<file path="config.mk">
export PLATFORM = sky130hd
export DESIGN_NAME = power_clock_wakeup_control
export DESIGN_NICKNAME = d
export VERILOG_FILES = /design/src/verilog/pwr_clk_pkg.sv /design/src/verilog/wake_source_gate.sv /design/src/verilog/power_clock_wakeup_control.sv
export SDC_FILE = /design/constraint.sdc
export NUM_CORES = 1
export LEC_CHECK = 0
export BUFFER_PORTS_ARGS = -buffer_cell sky130_fd_sc_hd__buf_4
export CAP_MARGIN = 20
export CORE_MARGIN = 2
export CORE_UTILIZATION = 35
export CTS_CLUSTER_SIZE = 12
export DETAILED_ROUTE_END_ITERATION = 12
export GPL_ROUTABILITY_DRIVEN = 0
export SLEW_MARGIN = 40
export SYNTH_ARGS = -nofsm -noshare
export SYNTH_HDL_FRONTEND = slang
export SYNTH_HIERARCHICAL = 1
export SYNTH_SLANG_ARGS = --single-unit
export TNS_END_PERCENT = 10
</file>
<file path="constraint.sdc">
create_clock -name mclk -period 1.9 [get_ports mclk]
set_input_delay 0 -clock mclk [delete_from_list [all_inputs] [get_ports mclk]]
set_output_delay 0 -clock mclk [all_outputs]
set_load 0.01 [all_outputs]
</file>
<file path="src/verilog/pwr_clk_pkg.sv">
// constants shared by the power, clock and wakeup control block
package pwr_clk_pkg;

  // ==========================================================
  // register offsets on the special-function bus
  localparam logic [7:0] OFF_POWER_CONTROL = 8'h87;
  localparam logic [7:0] OFF_CLOCK_CONTROL = 8'hA3;
  localparam logic [7:0] OFF_POWER_DOWN = 8'hA4;
  localparam logic [7:0] OFF_WAKEUP_CONFIG = 8'hA5;
  localparam logic [7:0] OFF_RESET_CAUSE = 8'hB1;

  // ==========================================================
  // values after reset
  localparam logic [7:0] RST_POWER_CONTROL = 8'h00;
  localparam logic [7:0] RST_CLOCK_CONTROL = 8'h80;
  localparam logic [7:0] RST_WAKEUP_CONFIG = 8'h00;
  localparam logic [7:0] RST_READ_DATA = 8'h00;

  // ==========================================================
  // field positions
  localparam int CLK_PLL_ENABLE_BIT = 7;
  localparam int CLK_PLL_SEL_HI = 6;
  localparam int CLK_PLL_SEL_LO = 4;
  localparam int CLK_OSC_SEL_HI = 1;
  localparam int CLK_OSC_SEL_LO = 0;
  localparam int PD_LOW_FREQ_BIT = 3;
  localparam int PD_STANDBY_HI = 2;
  localparam int PD_STANDBY_LO = 0;
  localparam int CAUSE_WATCHDOG_BIT = 0;
  localparam int WU_RADIO_LO = 6;
  localparam int WU_INTERNAL_LO = 4;
  localparam int WU_USB_LO = 2;
  localparam int WU_USB_RESUME_LO = 0;
  localparam int PC_BAUD_DOUBLE_BIT = 7;
  localparam int PC_FLAG_THREE_BIT = 6;
  localparam int PC_FLAG_TWO_BIT = 5;
  localparam int PC_PROG_WRITE_BIT = 4;
  localparam int PC_FLAG_ONE_BIT = 3;
  localparam int PC_FLAG_ZERO_BIT = 2;
  localparam int PC_STOP_BIT = 1;
  localparam int PC_IDLE_BIT = 0;

  // bits of the core's second interrupt enable register
  localparam int IEN_RADIO_BIT = 1;
  localparam int IEN_USB_RESUME_BIT = 3;
  localparam int IEN_USB_BIT = 4;
  localparam int IEN_INTERNAL_BIT = 5;

  // ==========================================================
  // wakeup source handling codes
  localparam logic [1:0] WU_IF_ENABLED = 2'h0;
  localparam logic [1:0] WU_RESERVED = 2'h1;
  localparam logic [1:0] WU_ALWAYS = 2'h2;
  localparam logic [1:0] WU_IGNORE = 2'h3;

  // ==========================================================
  // clock frequencies in kHz
  localparam logic [15:0] OSC_KHZ = 16'h3E80;   // 16 MHz oscillator
  localparam logic [1:0] PLL_FACTOR = 2'h3;
  localparam logic [15:0] PLL_OFF_KHZ = 16'h0000;
  localparam logic [15:0] F16M_KHZ = 16'h3E80;
  localparam logic [15:0] F12M_KHZ = 16'h2EE0;
  localparam logic [15:0] F8M_KHZ = 16'h1F40;
  localparam logic [15:0] F4M_KHZ = 16'h0FA0;
  localparam logic [15:0] F1M6_KHZ = 16'h0640;
  localparam logic [15:0] F320K_KHZ = 16'h0140;
  localparam logic [15:0] F64K_KHZ = 16'h0040;

  // ==========================================================
  // start-up sequence timing, mclk at 200 MHz
  localparam int MCLK_MHZ = 200;
  localparam int STARTUP_NS = 100;
  localparam int STARTUP_CYCLES = (STARTUP_NS * MCLK_MHZ + 999) / 1000;
  localparam int SEQ_W = 8;
  localparam logic [SEQ_W-1:0] SEQ_LOAD = SEQ_W'(STARTUP_CYCLES);

  // mcu power state
  typedef enum logic [1:0] {
    MCU_ACTIVE = 2'b01,
    MCU_STANDBY = 2'b10
  } mcu_state_e;

endpackage

</file>
<file path="src/verilog/wake_source_gate.sv">
// one wakeup source gated by its two-bit handling code
`timescale 1ns/1ps

module wake_source_gate (
  // configuration
  input wire logic [1:0] mode,
  input wire logic intEnable,
  // event and result
  input wire logic srcEvent,
  output logic wake
);

  // reserved and ignore codes never wake
  always_comb begin
    case (mode)
      pwr_clk_pkg::WU_IF_ENABLED: wake = srcEvent & intEnable;
      pwr_clk_pkg::WU_ALWAYS: wake = srcEvent;
      default: wake = 1'b0;
    endcase
  end

endmodule

</file>
<file path="src/verilog/power_clock_wakeup_control.sv">
// power, clock selection, reset cause and wakeup control registers
//
// Behaviour
// - clock control top bit enables PLL
// - PLL on: bits 6:4 pick MCU clock
// - PLL off: bits 1:0 pick MCU clock
// - power-down bit 3 reads low-frequency clock
// - nonzero power-down bits 2:0 write enters standby
// - all reset sources share one sequence
// - reset cause bit 0 marks watchdog
// - wakeup bits 7:6 handle radio interrupt
// - wakeup bits 5:4 handle internal wakeup
// - wakeup bits 3:2 handle USB interrupt
// - wakeup bits 1:0 handle USB resume
// - power control bit 7 doubles baud
// - power control bits 6,5,3,2 plain flags
// - power control bit 4 enables program write
// - power control bit 1 stops core
// - power control bit 0 idles core
// - PLL gives oscillator times three
// - software PLL bit only during USB suspend
// - permitted events restart stopped MCU clock
`timescale 1ns/1ps

module power_clock_wakeup_control (
  // clock and power-on reset
  input wire logic mclk,
  input wire logic rst,
  // register port from the core
  input wire logic [7:0] regAddr,
  input wire logic [7:0] regWrData,
  input wire logic regWr,
  input wire logic regRd,
  output logic [7:0] regRdData,
  // other reset sources
  input wire logic resetPinN,
  input wire logic watchdogReset,
  // always-running low-frequency clock, asynchronous here
  input wire logic lowFreqClock,
  // usb state
  input wire logic usbSuspended,
  // wakeup events and the core's enable register
  input wire logic rfIrq,
  input wire logic internalWakeupEvent,
  input wire logic usbInterrupt,
  input wire logic usbResumeInterrupt,
  input wire logic [7:0] interruptEnableSecond,
  // clock tree control
  output logic pllOn,
  output logic [15:0] pllFreqKhz,
  output logic [15:0] mcuFreqKhz,
  output logic mcuClockRun,
  output logic coreReset,
  // core mode controls
  output logic baudDouble,
  output logic progWriteEnable,
  output logic stopModeReq,
  output logic idleModeReq
);

  // ==========================================================
  // input synchronisers
  logic pinMeta_q;
  logic pinSync_q;
  logic lfMeta_q;
  logic lfSync_q;

  // pin and low-frequency clock come from outside mclk
  always_ff @(posedge mclk) begin
    if (rst) begin
      pinMeta_q <= 1'b1;
      pinSync_q <= 1'b1;
      lfMeta_q <= 1'b0;
      lfSync_q <= 1'b0;
    end else begin
      pinMeta_q <= resetPinN;
      pinSync_q <= pinMeta_q;
      lfMeta_q <= lowFreqClock;
      lfSync_q <= lfMeta_q;
    end
  end

  // ==========================================================
  // reset sequence
  logic pinReset;
  logic anyReset;
  logic [pwr_clk_pkg::SEQ_W-1:0] seqCount_q;
  logic coreReset_q;
  logic watchdogCause_q;

  assign pinReset = ~pinSync_q;
  // every source feeds the same request
  assign anyReset = rst | pinReset | watchdogReset;

  // one counter holds the core in reset for the start-up time
  always_ff @(posedge mclk) begin
    if (anyReset) begin
      seqCount_q <= pwr_clk_pkg::SEQ_LOAD;
    end else if (seqCount_q != '0) begin
      seqCount_q <= seqCount_q - 1'b1;
    end
  end

  always_ff @(posedge mclk) begin
    if (anyReset) begin
      coreReset_q <= 1'b1;
    end else begin
      coreReset_q <= (seqCount_q > 1);
    end
  end

  // cause survives the sequence; power-on and pin outrank the watchdog
  always_ff @(posedge mclk) begin
    if (rst | pinReset) begin
      watchdogCause_q <= 1'b0;
    end else if (watchdogReset) begin
      watchdogCause_q <= 1'b1;
    end
  end

  // ==========================================================
  // register decode
  logic wrClock;
  logic wrPowerDown;
  logic wrWakeup;
  logic wrPower;

  assign wrClock = regWr & (regAddr == pwr_clk_pkg::OFF_CLOCK_CONTROL);
  assign wrPowerDown = regWr & (regAddr == pwr_clk_pkg::OFF_POWER_DOWN);
  assign wrWakeup = regWr & (regAddr == pwr_clk_pkg::OFF_WAKEUP_CONFIG);
  assign wrPower = regWr & (regAddr == pwr_clk_pkg::OFF_POWER_CONTROL);

  // ==========================================================
  // clock control register
  logic [7:0] clockControl_q;

  // unused bits 3:2 are not stored
  always_ff @(posedge mclk) begin
    if (anyReset) begin
      clockControl_q <= pwr_clk_pkg::RST_CLOCK_CONTROL;
    end else if (wrClock) begin
      clockControl_q <= regWrData & 8'hF3;
    end
  end

  // ==========================================================
  // pll control
  logic pllOn_q;
  logic swPllEnable;

  assign swPllEnable = clockControl_q[pwr_clk_pkg::CLK_PLL_ENABLE_BIT];

  // hardware keeps the pll on unless usb is suspended
  always_ff @(posedge mclk) begin
    if (anyReset) begin
      pllOn_q <= 1'b1;
    end else begin
      pllOn_q <= usbSuspended ? swPllEnable : 1'b1;
    end
  end

  // pll output reported as oscillator times the factor
  always_ff @(posedge mclk) begin
    if (anyReset) begin
      pllFreqKhz <= 16'(pwr_clk_pkg::OSC_KHZ * pwr_clk_pkg::PLL_FACTOR);
    end else if (pllOn_q) begin
      pllFreqKhz <= 16'(pwr_clk_pkg::OSC_KHZ * pwr_clk_pkg::PLL_FACTOR);
    end else begin
      pllFreqKhz <= pwr_clk_pkg::PLL_OFF_KHZ;
    end
  end

  assign pllOn = pllOn_q;

  // ==========================================================
  // mcu clock selection
  logic [2:0] pllSel;
  logic [1:0] oscSel;
  logic [15:0] pllPathKhz;
  logic pllPathValid;
  logic [15:0] oscPathKhz;

  assign pllSel = clockControl_q[pwr_clk_pkg::CLK_PLL_SEL_HI:pwr_clk_pkg::CLK_PLL_SEL_LO];
  assign oscSel = clockControl_q[pwr_clk_pkg::CLK_OSC_SEL_HI:pwr_clk_pkg::CLK_OSC_SEL_LO];

  // pll path divider codes
  always_comb begin
    pllPathValid = 1'b1;
    case (pllSel)
      3'h0: pllPathKhz = pwr_clk_pkg::F16M_KHZ;
      3'h1: pllPathKhz = pwr_clk_pkg::F12M_KHZ;
      3'h2: pllPathKhz = pwr_clk_pkg::F8M_KHZ;
      3'h3: pllPathKhz = pwr_clk_pkg::F4M_KHZ;
      3'h4: pllPathKhz = pwr_clk_pkg::F1M6_KHZ;
      default: begin
        pllPathKhz = pwr_clk_pkg::F16M_KHZ;
        pllPathValid = 1'b0;
      end
    endcase
  end

  // oscillator path divider codes, all four defined
  always_comb begin
    case (oscSel)
      2'h0: oscPathKhz = pwr_clk_pkg::F4M_KHZ;
      2'h1: oscPathKhz = pwr_clk_pkg::F1M6_KHZ;
      2'h2: oscPathKhz = pwr_clk_pkg::F320K_KHZ;
      default: oscPathKhz = pwr_clk_pkg::F64K_KHZ;
    endcase
  end

  // a reserved pll code keeps the last good divider so the core never
  // sees an undefined clock; standby does not touch the selection
  always_ff @(posedge mclk) begin
    if (anyReset) begin
      mcuFreqKhz <= pwr_clk_pkg::F16M_KHZ;
    end else if (pllOn_q) begin
      if (pllPathValid) begin
        mcuFreqKhz <= pllPathKhz;
      end
    end else begin
      mcuFreqKhz <= oscPathKhz;
    end
  end

  // ==========================================================
  // wakeup configuration register
  logic [7:0] wakeupConfig_q;

  always_ff @(posedge mclk) begin
    if (anyReset) begin
      wakeupConfig_q <= pwr_clk_pkg::RST_WAKEUP_CONFIG;
    end else if (wrWakeup) begin
      wakeupConfig_q <= regWrData;
    end
  end

  // ==========================================================
  // per-source wakeup gating
  logic wakeRadio;
  logic wakeInternal;
  logic wakeUsb;
  logic wakeUsbResume;
  logic wakeAny;

  // radio interrupt
  wake_source_gate u_wake_radio (
    .mode(wakeupConfig_q[pwr_clk_pkg::WU_RADIO_LO+1:pwr_clk_pkg::WU_RADIO_LO]),
    .intEnable(interruptEnableSecond[pwr_clk_pkg::IEN_RADIO_BIT]),
    .srcEvent(rfIrq),
    .wake(wakeRadio)
  );

  // internal wakeup from pins and timer
  wake_source_gate u_wake_internal (
    .mode(wakeupConfig_q[pwr_clk_pkg::WU_INTERNAL_LO+1:pwr_clk_pkg::WU_INTERNAL_LO]),
    .intEnable(interruptEnableSecond[pwr_clk_pkg::IEN_INTERNAL_BIT]),
    .srcEvent(internalWakeupEvent),
    .wake(wakeInternal)
  );

  // usb interrupt
  wake_source_gate u_wake_usb (
    .mode(wakeupConfig_q[pwr_clk_pkg::WU_USB_LO+1:pwr_clk_pkg::WU_USB_LO]),
    .intEnable(interruptEnableSecond[pwr_clk_pkg::IEN_USB_BIT]),
    .srcEvent(usbInterrupt),
    .wake(wakeUsb)
  );

  // usb resume interrupt
  wake_source_gate u_wake_usb_resume (
    .mode(wakeupConfig_q[pwr_clk_pkg::WU_USB_RESUME_LO+1:pwr_clk_pkg::WU_USB_RESUME_LO]),
    .intEnable(interruptEnableSecond[pwr_clk_pkg::IEN_USB_RESUME_BIT]),
    .srcEvent(usbResumeInterrupt),
    .wake(wakeUsbResume)
  );

  assign wakeAny = wakeRadio | wakeInternal | wakeUsb | wakeUsbResume;

  // ==========================================================
  // mcu standby state
  pwr_clk_pkg::mcu_state_e mcuState_q;
  logic standbyReq;

  // only a nonzero code in the low field requests standby
  assign standbyReq = wrPowerDown &
    (regWrData[pwr_clk_pkg::PD_STANDBY_HI:pwr_clk_pkg::PD_STANDBY_LO] != 3'h0);

  // an event still pending at entry wakes one cycle later, which is
  // why software must clear pending interrupts first
  always_ff @(posedge mclk) begin
    if (anyReset) begin
      mcuState_q <= pwr_clk_pkg::MCU_ACTIVE;
    end else begin
      case (mcuState_q)
        pwr_clk_pkg::MCU_ACTIVE: begin
          if (standbyReq) begin
            mcuState_q <= pwr_clk_pkg::MCU_STANDBY;
          end
        end
        pwr_clk_pkg::MCU_STANDBY: begin
          if (wakeAny) begin
            mcuState_q <= pwr_clk_pkg::MCU_ACTIVE;
          end
        end
        default: mcuState_q <= pwr_clk_pkg::MCU_ACTIVE;
      endcase
    end
  end

  assign mcuClockRun = (mcuState_q == pwr_clk_pkg::MCU_ACTIVE);

  // ==========================================================
  // power control register
  logic [7:0] powerControl_q;
  logic stopPulse_q;
  logic idlePulse_q;

  // stop and idle are not stored; they leave a one-cycle request
  always_ff @(posedge mclk) begin
    if (anyReset) begin
      powerControl_q <= pwr_clk_pkg::RST_POWER_CONTROL;
    end else if (wrPower) begin
      powerControl_q <= regWrData & 8'hFC;
    end
  end

  always_ff @(posedge mclk) begin
    if (anyReset) begin
      stopPulse_q <= 1'b0;
      idlePulse_q <= 1'b0;
    end else begin
      stopPulse_q <= wrPower & regWrData[pwr_clk_pkg::PC_STOP_BIT];
      idlePulse_q <= wrPower & regWrData[pwr_clk_pkg::PC_IDLE_BIT];
    end
  end

  assign baudDouble = powerControl_q[pwr_clk_pkg::PC_BAUD_DOUBLE_BIT];
  assign progWriteEnable = powerControl_q[pwr_clk_pkg::PC_PROG_WRITE_BIT];
  assign stopModeReq = stopPulse_q;
  assign idleModeReq = idlePulse_q;
  assign coreReset = coreReset_q;

  // ==========================================================
  // read data, one cycle after the strobe
  logic [7:0] rdMux;

  always_comb begin
    rdMux = 8'h00;
    case (regAddr)
      pwr_clk_pkg::OFF_CLOCK_CONTROL: rdMux = clockControl_q;
      pwr_clk_pkg::OFF_POWER_DOWN: rdMux[pwr_clk_pkg::PD_LOW_FREQ_BIT] = lfSync_q;
      pwr_clk_pkg::OFF_WAKEUP_CONFIG: rdMux = wakeupConfig_q;
      pwr_clk_pkg::OFF_POWER_CONTROL: rdMux = powerControl_q;
      pwr_clk_pkg::OFF_RESET_CAUSE: rdMux[pwr_clk_pkg::CAUSE_WATCHDOG_BIT] = watchdogCause_q;
      default: rdMux = 8'h00;
    endcase
  end

  // data stands only in the cycle after the read strobe
  always_ff @(posedge mclk) begin
    if (rst) begin
      regRdData <= pwr_clk_pkg::RST_READ_DATA;
    end else if (regRd) begin
      regRdData <= rdMux;
    end else begin
      regRdData <= pwr_clk_pkg::RST_READ_DATA;
    end
  end

endmodule

</file>
==> flow_metrics.tcl <==
set metrics [dict create \
    design.die.area_um2 8441 \
    syn_inst 305 \
    syn_area_per_cell_um2 8.861 \
    cpMaxStageDelayCell "or3b_1" \
    path_buf_inv 2 \
    dpl.hpwl_um 4744 \
    holdWs_ps 35.32 \
    clock-sinks 56 \
    cts_tree "yes" \
    grt.busiest_layer "met2" \
    globalRouteMet3Util_pct 3.287 \
    clkPwrFrac_pct 33.2 \
    p_switching_w 0.0005765 \
    worstPathRequired_ps 2100 \
    first_pass_iters 4 \
    yosysWarnings 6 \
    cts_resized 0 \
    grt_pass1_vias 2226 \
    die_y_um 91.88 \
    hold_start "regAddr[2]" \
    vias 2442 \
    clk_latency_ps 320 \
    fin_crit_ps 1773 \
    core.rowCount 32 \
    synth_cell_types 51 \
    antenna_left 0 \
    hold_viol_final 0 \
    fmax_mhz 563.9 \
    post-route-period-util_pct 93.34 \
    cts_max_level 2 \
    switching_share_pct 26.89 \
    max_stage_delay_ps 460 \
    globalRouteOverflowTotal 0 \
    power.internal_w 0.001567 \
    netlist_area_um2 2703 \
    drv_cap 0 \
    yosysTopAreaCell "dfxtp_1" \
    p_comb_share_pct 11.0 \
    track_usage_pct 15.65 \
    crit_fanout 6 \
    wire_per_inst_um 14.35 \
    slew_headroom_pct 64.16 \
    fin_util_pct 44.41 \
    synth_area_leaders "dfxtp_1 (41%), buf_4 (6.4%), a21oi_1 (4.8%)" \
    p_leak_nw 1.261 \
    synth_edf_count 0 \
    coreArea_um2 7607 \
    setup_viol 0 \
    yosys_register_bits 56 \
    cts-buffers-inserted 5 \
    initial_core_util_pct 35.53 \
    status "complete, no violations" \
    synth_top_area_share_pct 41.48 \
    antenna_found_initial 0 \
    ys.flop_type "dfxtp_1" \
    skew_ps 12.04 \
    routed_via_density 5.240 \
    r2r_setup_slack_ps 130 \
    n_fill_cell 771 \
    die_w_um 91.88 \
    wirelength_um 6687 \
    critical_path.cell_chain "inv_1 -> ha_1 -> or3b_1 -> buf_4 -> o21ai_1 -> a21oi_1" \
    antenna_cells 0 \
    final_cell_mix "buf_4 (67), dfxtp_1 (56), a21oi_1 (26)" \
    crit_path_start_kind "flip-flop" \
    fin_setup_tns_ps 0 \
    arrival_ps 1970 \
    hold_class "in2reg" \
    reg2reg_from "seqCount_q[0]" \
    end_kind "flip-flop" \
    crit_family "simple AND/OR/NAND/NOR gates" \
    slew_viol_final 0 \
    portBuffers 62 \
    drt-initial-drc-count 185 \
    final_common_cell "buf_4" \
    grt_util_met2_pct 25.74 \
    power_w 0.002143 \
    gr-usage-met1_pct 20.97 \
    area_growth_pct 25.00 \
    drc_errors 0 \
    ir_drop_mv 0.2913 \
    power.density_nw_per_um2 634.5 \
    io-pin-count 83 \
    p_seq_share_pct 55.8 \
    nets 401 \
    grt_pass1_wl_um 10730 \
    crit_type "reg2reg" \
    crit_path_start "seqCount_q[0]" \
    clk_path_buf_depth 2 \
    rsz0062_at_grt "no" \
    synthArstFlopShare_pct 0 \
    drive_gt1_share_pct 25.27 \
    clkTransAtPathRegs_ps 110 \
    tightest_slew_ps 536.5 \
    grt_max_degree 27 \
    cts-root-buf "clkbuf_8" \
    seq_area_frac_synth_pct 41.48 \
]
## worst paths after layout
check	end	cells after the start
min	regRdData[0]	3
min reg2reg	pinSync_q	1
max	seqCount_q[5]	6
max reg2reg	seqCount_q[5]	6
## kinds of logic after synthesis
| family | after synthesis | synth area share [%] |
|---|---|---|
| mux | 5 | 1.898 |
| buf+inv | 55 | 11.16 |
| other cells | 1 | 0.1388 |
| flops | 56 | 41.48 |
| fa+ha+maj | 2 | 0.9258 |
| simple gates | 106 | 25.00 |
| xor+xnor | 4 | 1.297 |
| compound gates | 76 | 18.10 |
## repair_timing
| action | CTS | global route |
|---|---|---|
| setup buffers | 0 | 0 |
| hold endpoints to repair | 27 | 0 |
| hold buffers | 15 | 0 |
## layout make-up
cell class | count | area, um2 | area share [%]
Multi-Input combinational cell | 209 | 1348 | 39.89
Tap cell | 102 | 127.6 | 3.778
Sequential cell | 56 | 1121 | 33.19
Timing Repair Buffer | 82 | 653.1 | 19.33
Inverter | 9 | 33.78 | 1.000
Clock buffer | 5 | 68.82 | 2.037
Clock inverter | 3 | 26.28 | 0.7778
## cells in the mapped netlist, types with 5 or more instances
| master | instances |
|---|---|
| dfxtp_1 | 56 |
| a21oi_1 | 26 |
| buf_4 | 23 |
| nand3_1 | 19 |
| nand4_1 | 16 |
| o31ai_1 | 16 |
| clkbuf_1 | 15 |
| nand2_1 | 12 |
| o21ai_0 | 12 |
| nor2_1 | 10 |
| inv_1 | 9 |
| buf_2 | 7 |
| nor2b_1 | 5 |
| nor3_1 | 5 |
| or3_1 | 5 |
## worst min-delay path, delay by kind of cell
kind | cells | cell delay [ps]
compound gates | 2 | 180
buf+inv | 1 | 120
## sequential cells by signal, indices dropped and copies added, names as in the netlist, 2 cells and up
register	flops
regRdData	8
clockControl_q	6
mcuState_q	2
seqCount_q	8
powerControl_q	6
wakeupConfig_q	8
mcuFreqKhz	8
## per-layer routing
metal,vias up,part of all wire (%)
met5,-,0
met4,0,1.2
met3,9,6.4
met2,95,49
met1,1142,43
li1,1196,-
## power groups by stage
stage          Combinational, W  Sequential (W)  Clock (W)
6_report               0.000236         0.00120   0.000713
5_1_grt                0.000258         0.00120   0.000787
4_1_cts                0.000234         0.00119   0.000728
3_5_place_dp           0.000209         0.00122          0
3_3_place_gp           0.000206         0.00122          0
2_1_floorplan          0.000139         0.00122          0
## stage by stage
step                worst slack, ps  instances  cell area, um2
floorplan                     218.9        320            2759
global placement              216.7        443            3133
detailed placement            132.1        443            3133
CTS                           125.1        466            3378
global route                  14.51        466            3378
finish                        126.6        466            3378
No activity file was read; power rests on OpenSTA's default activity.
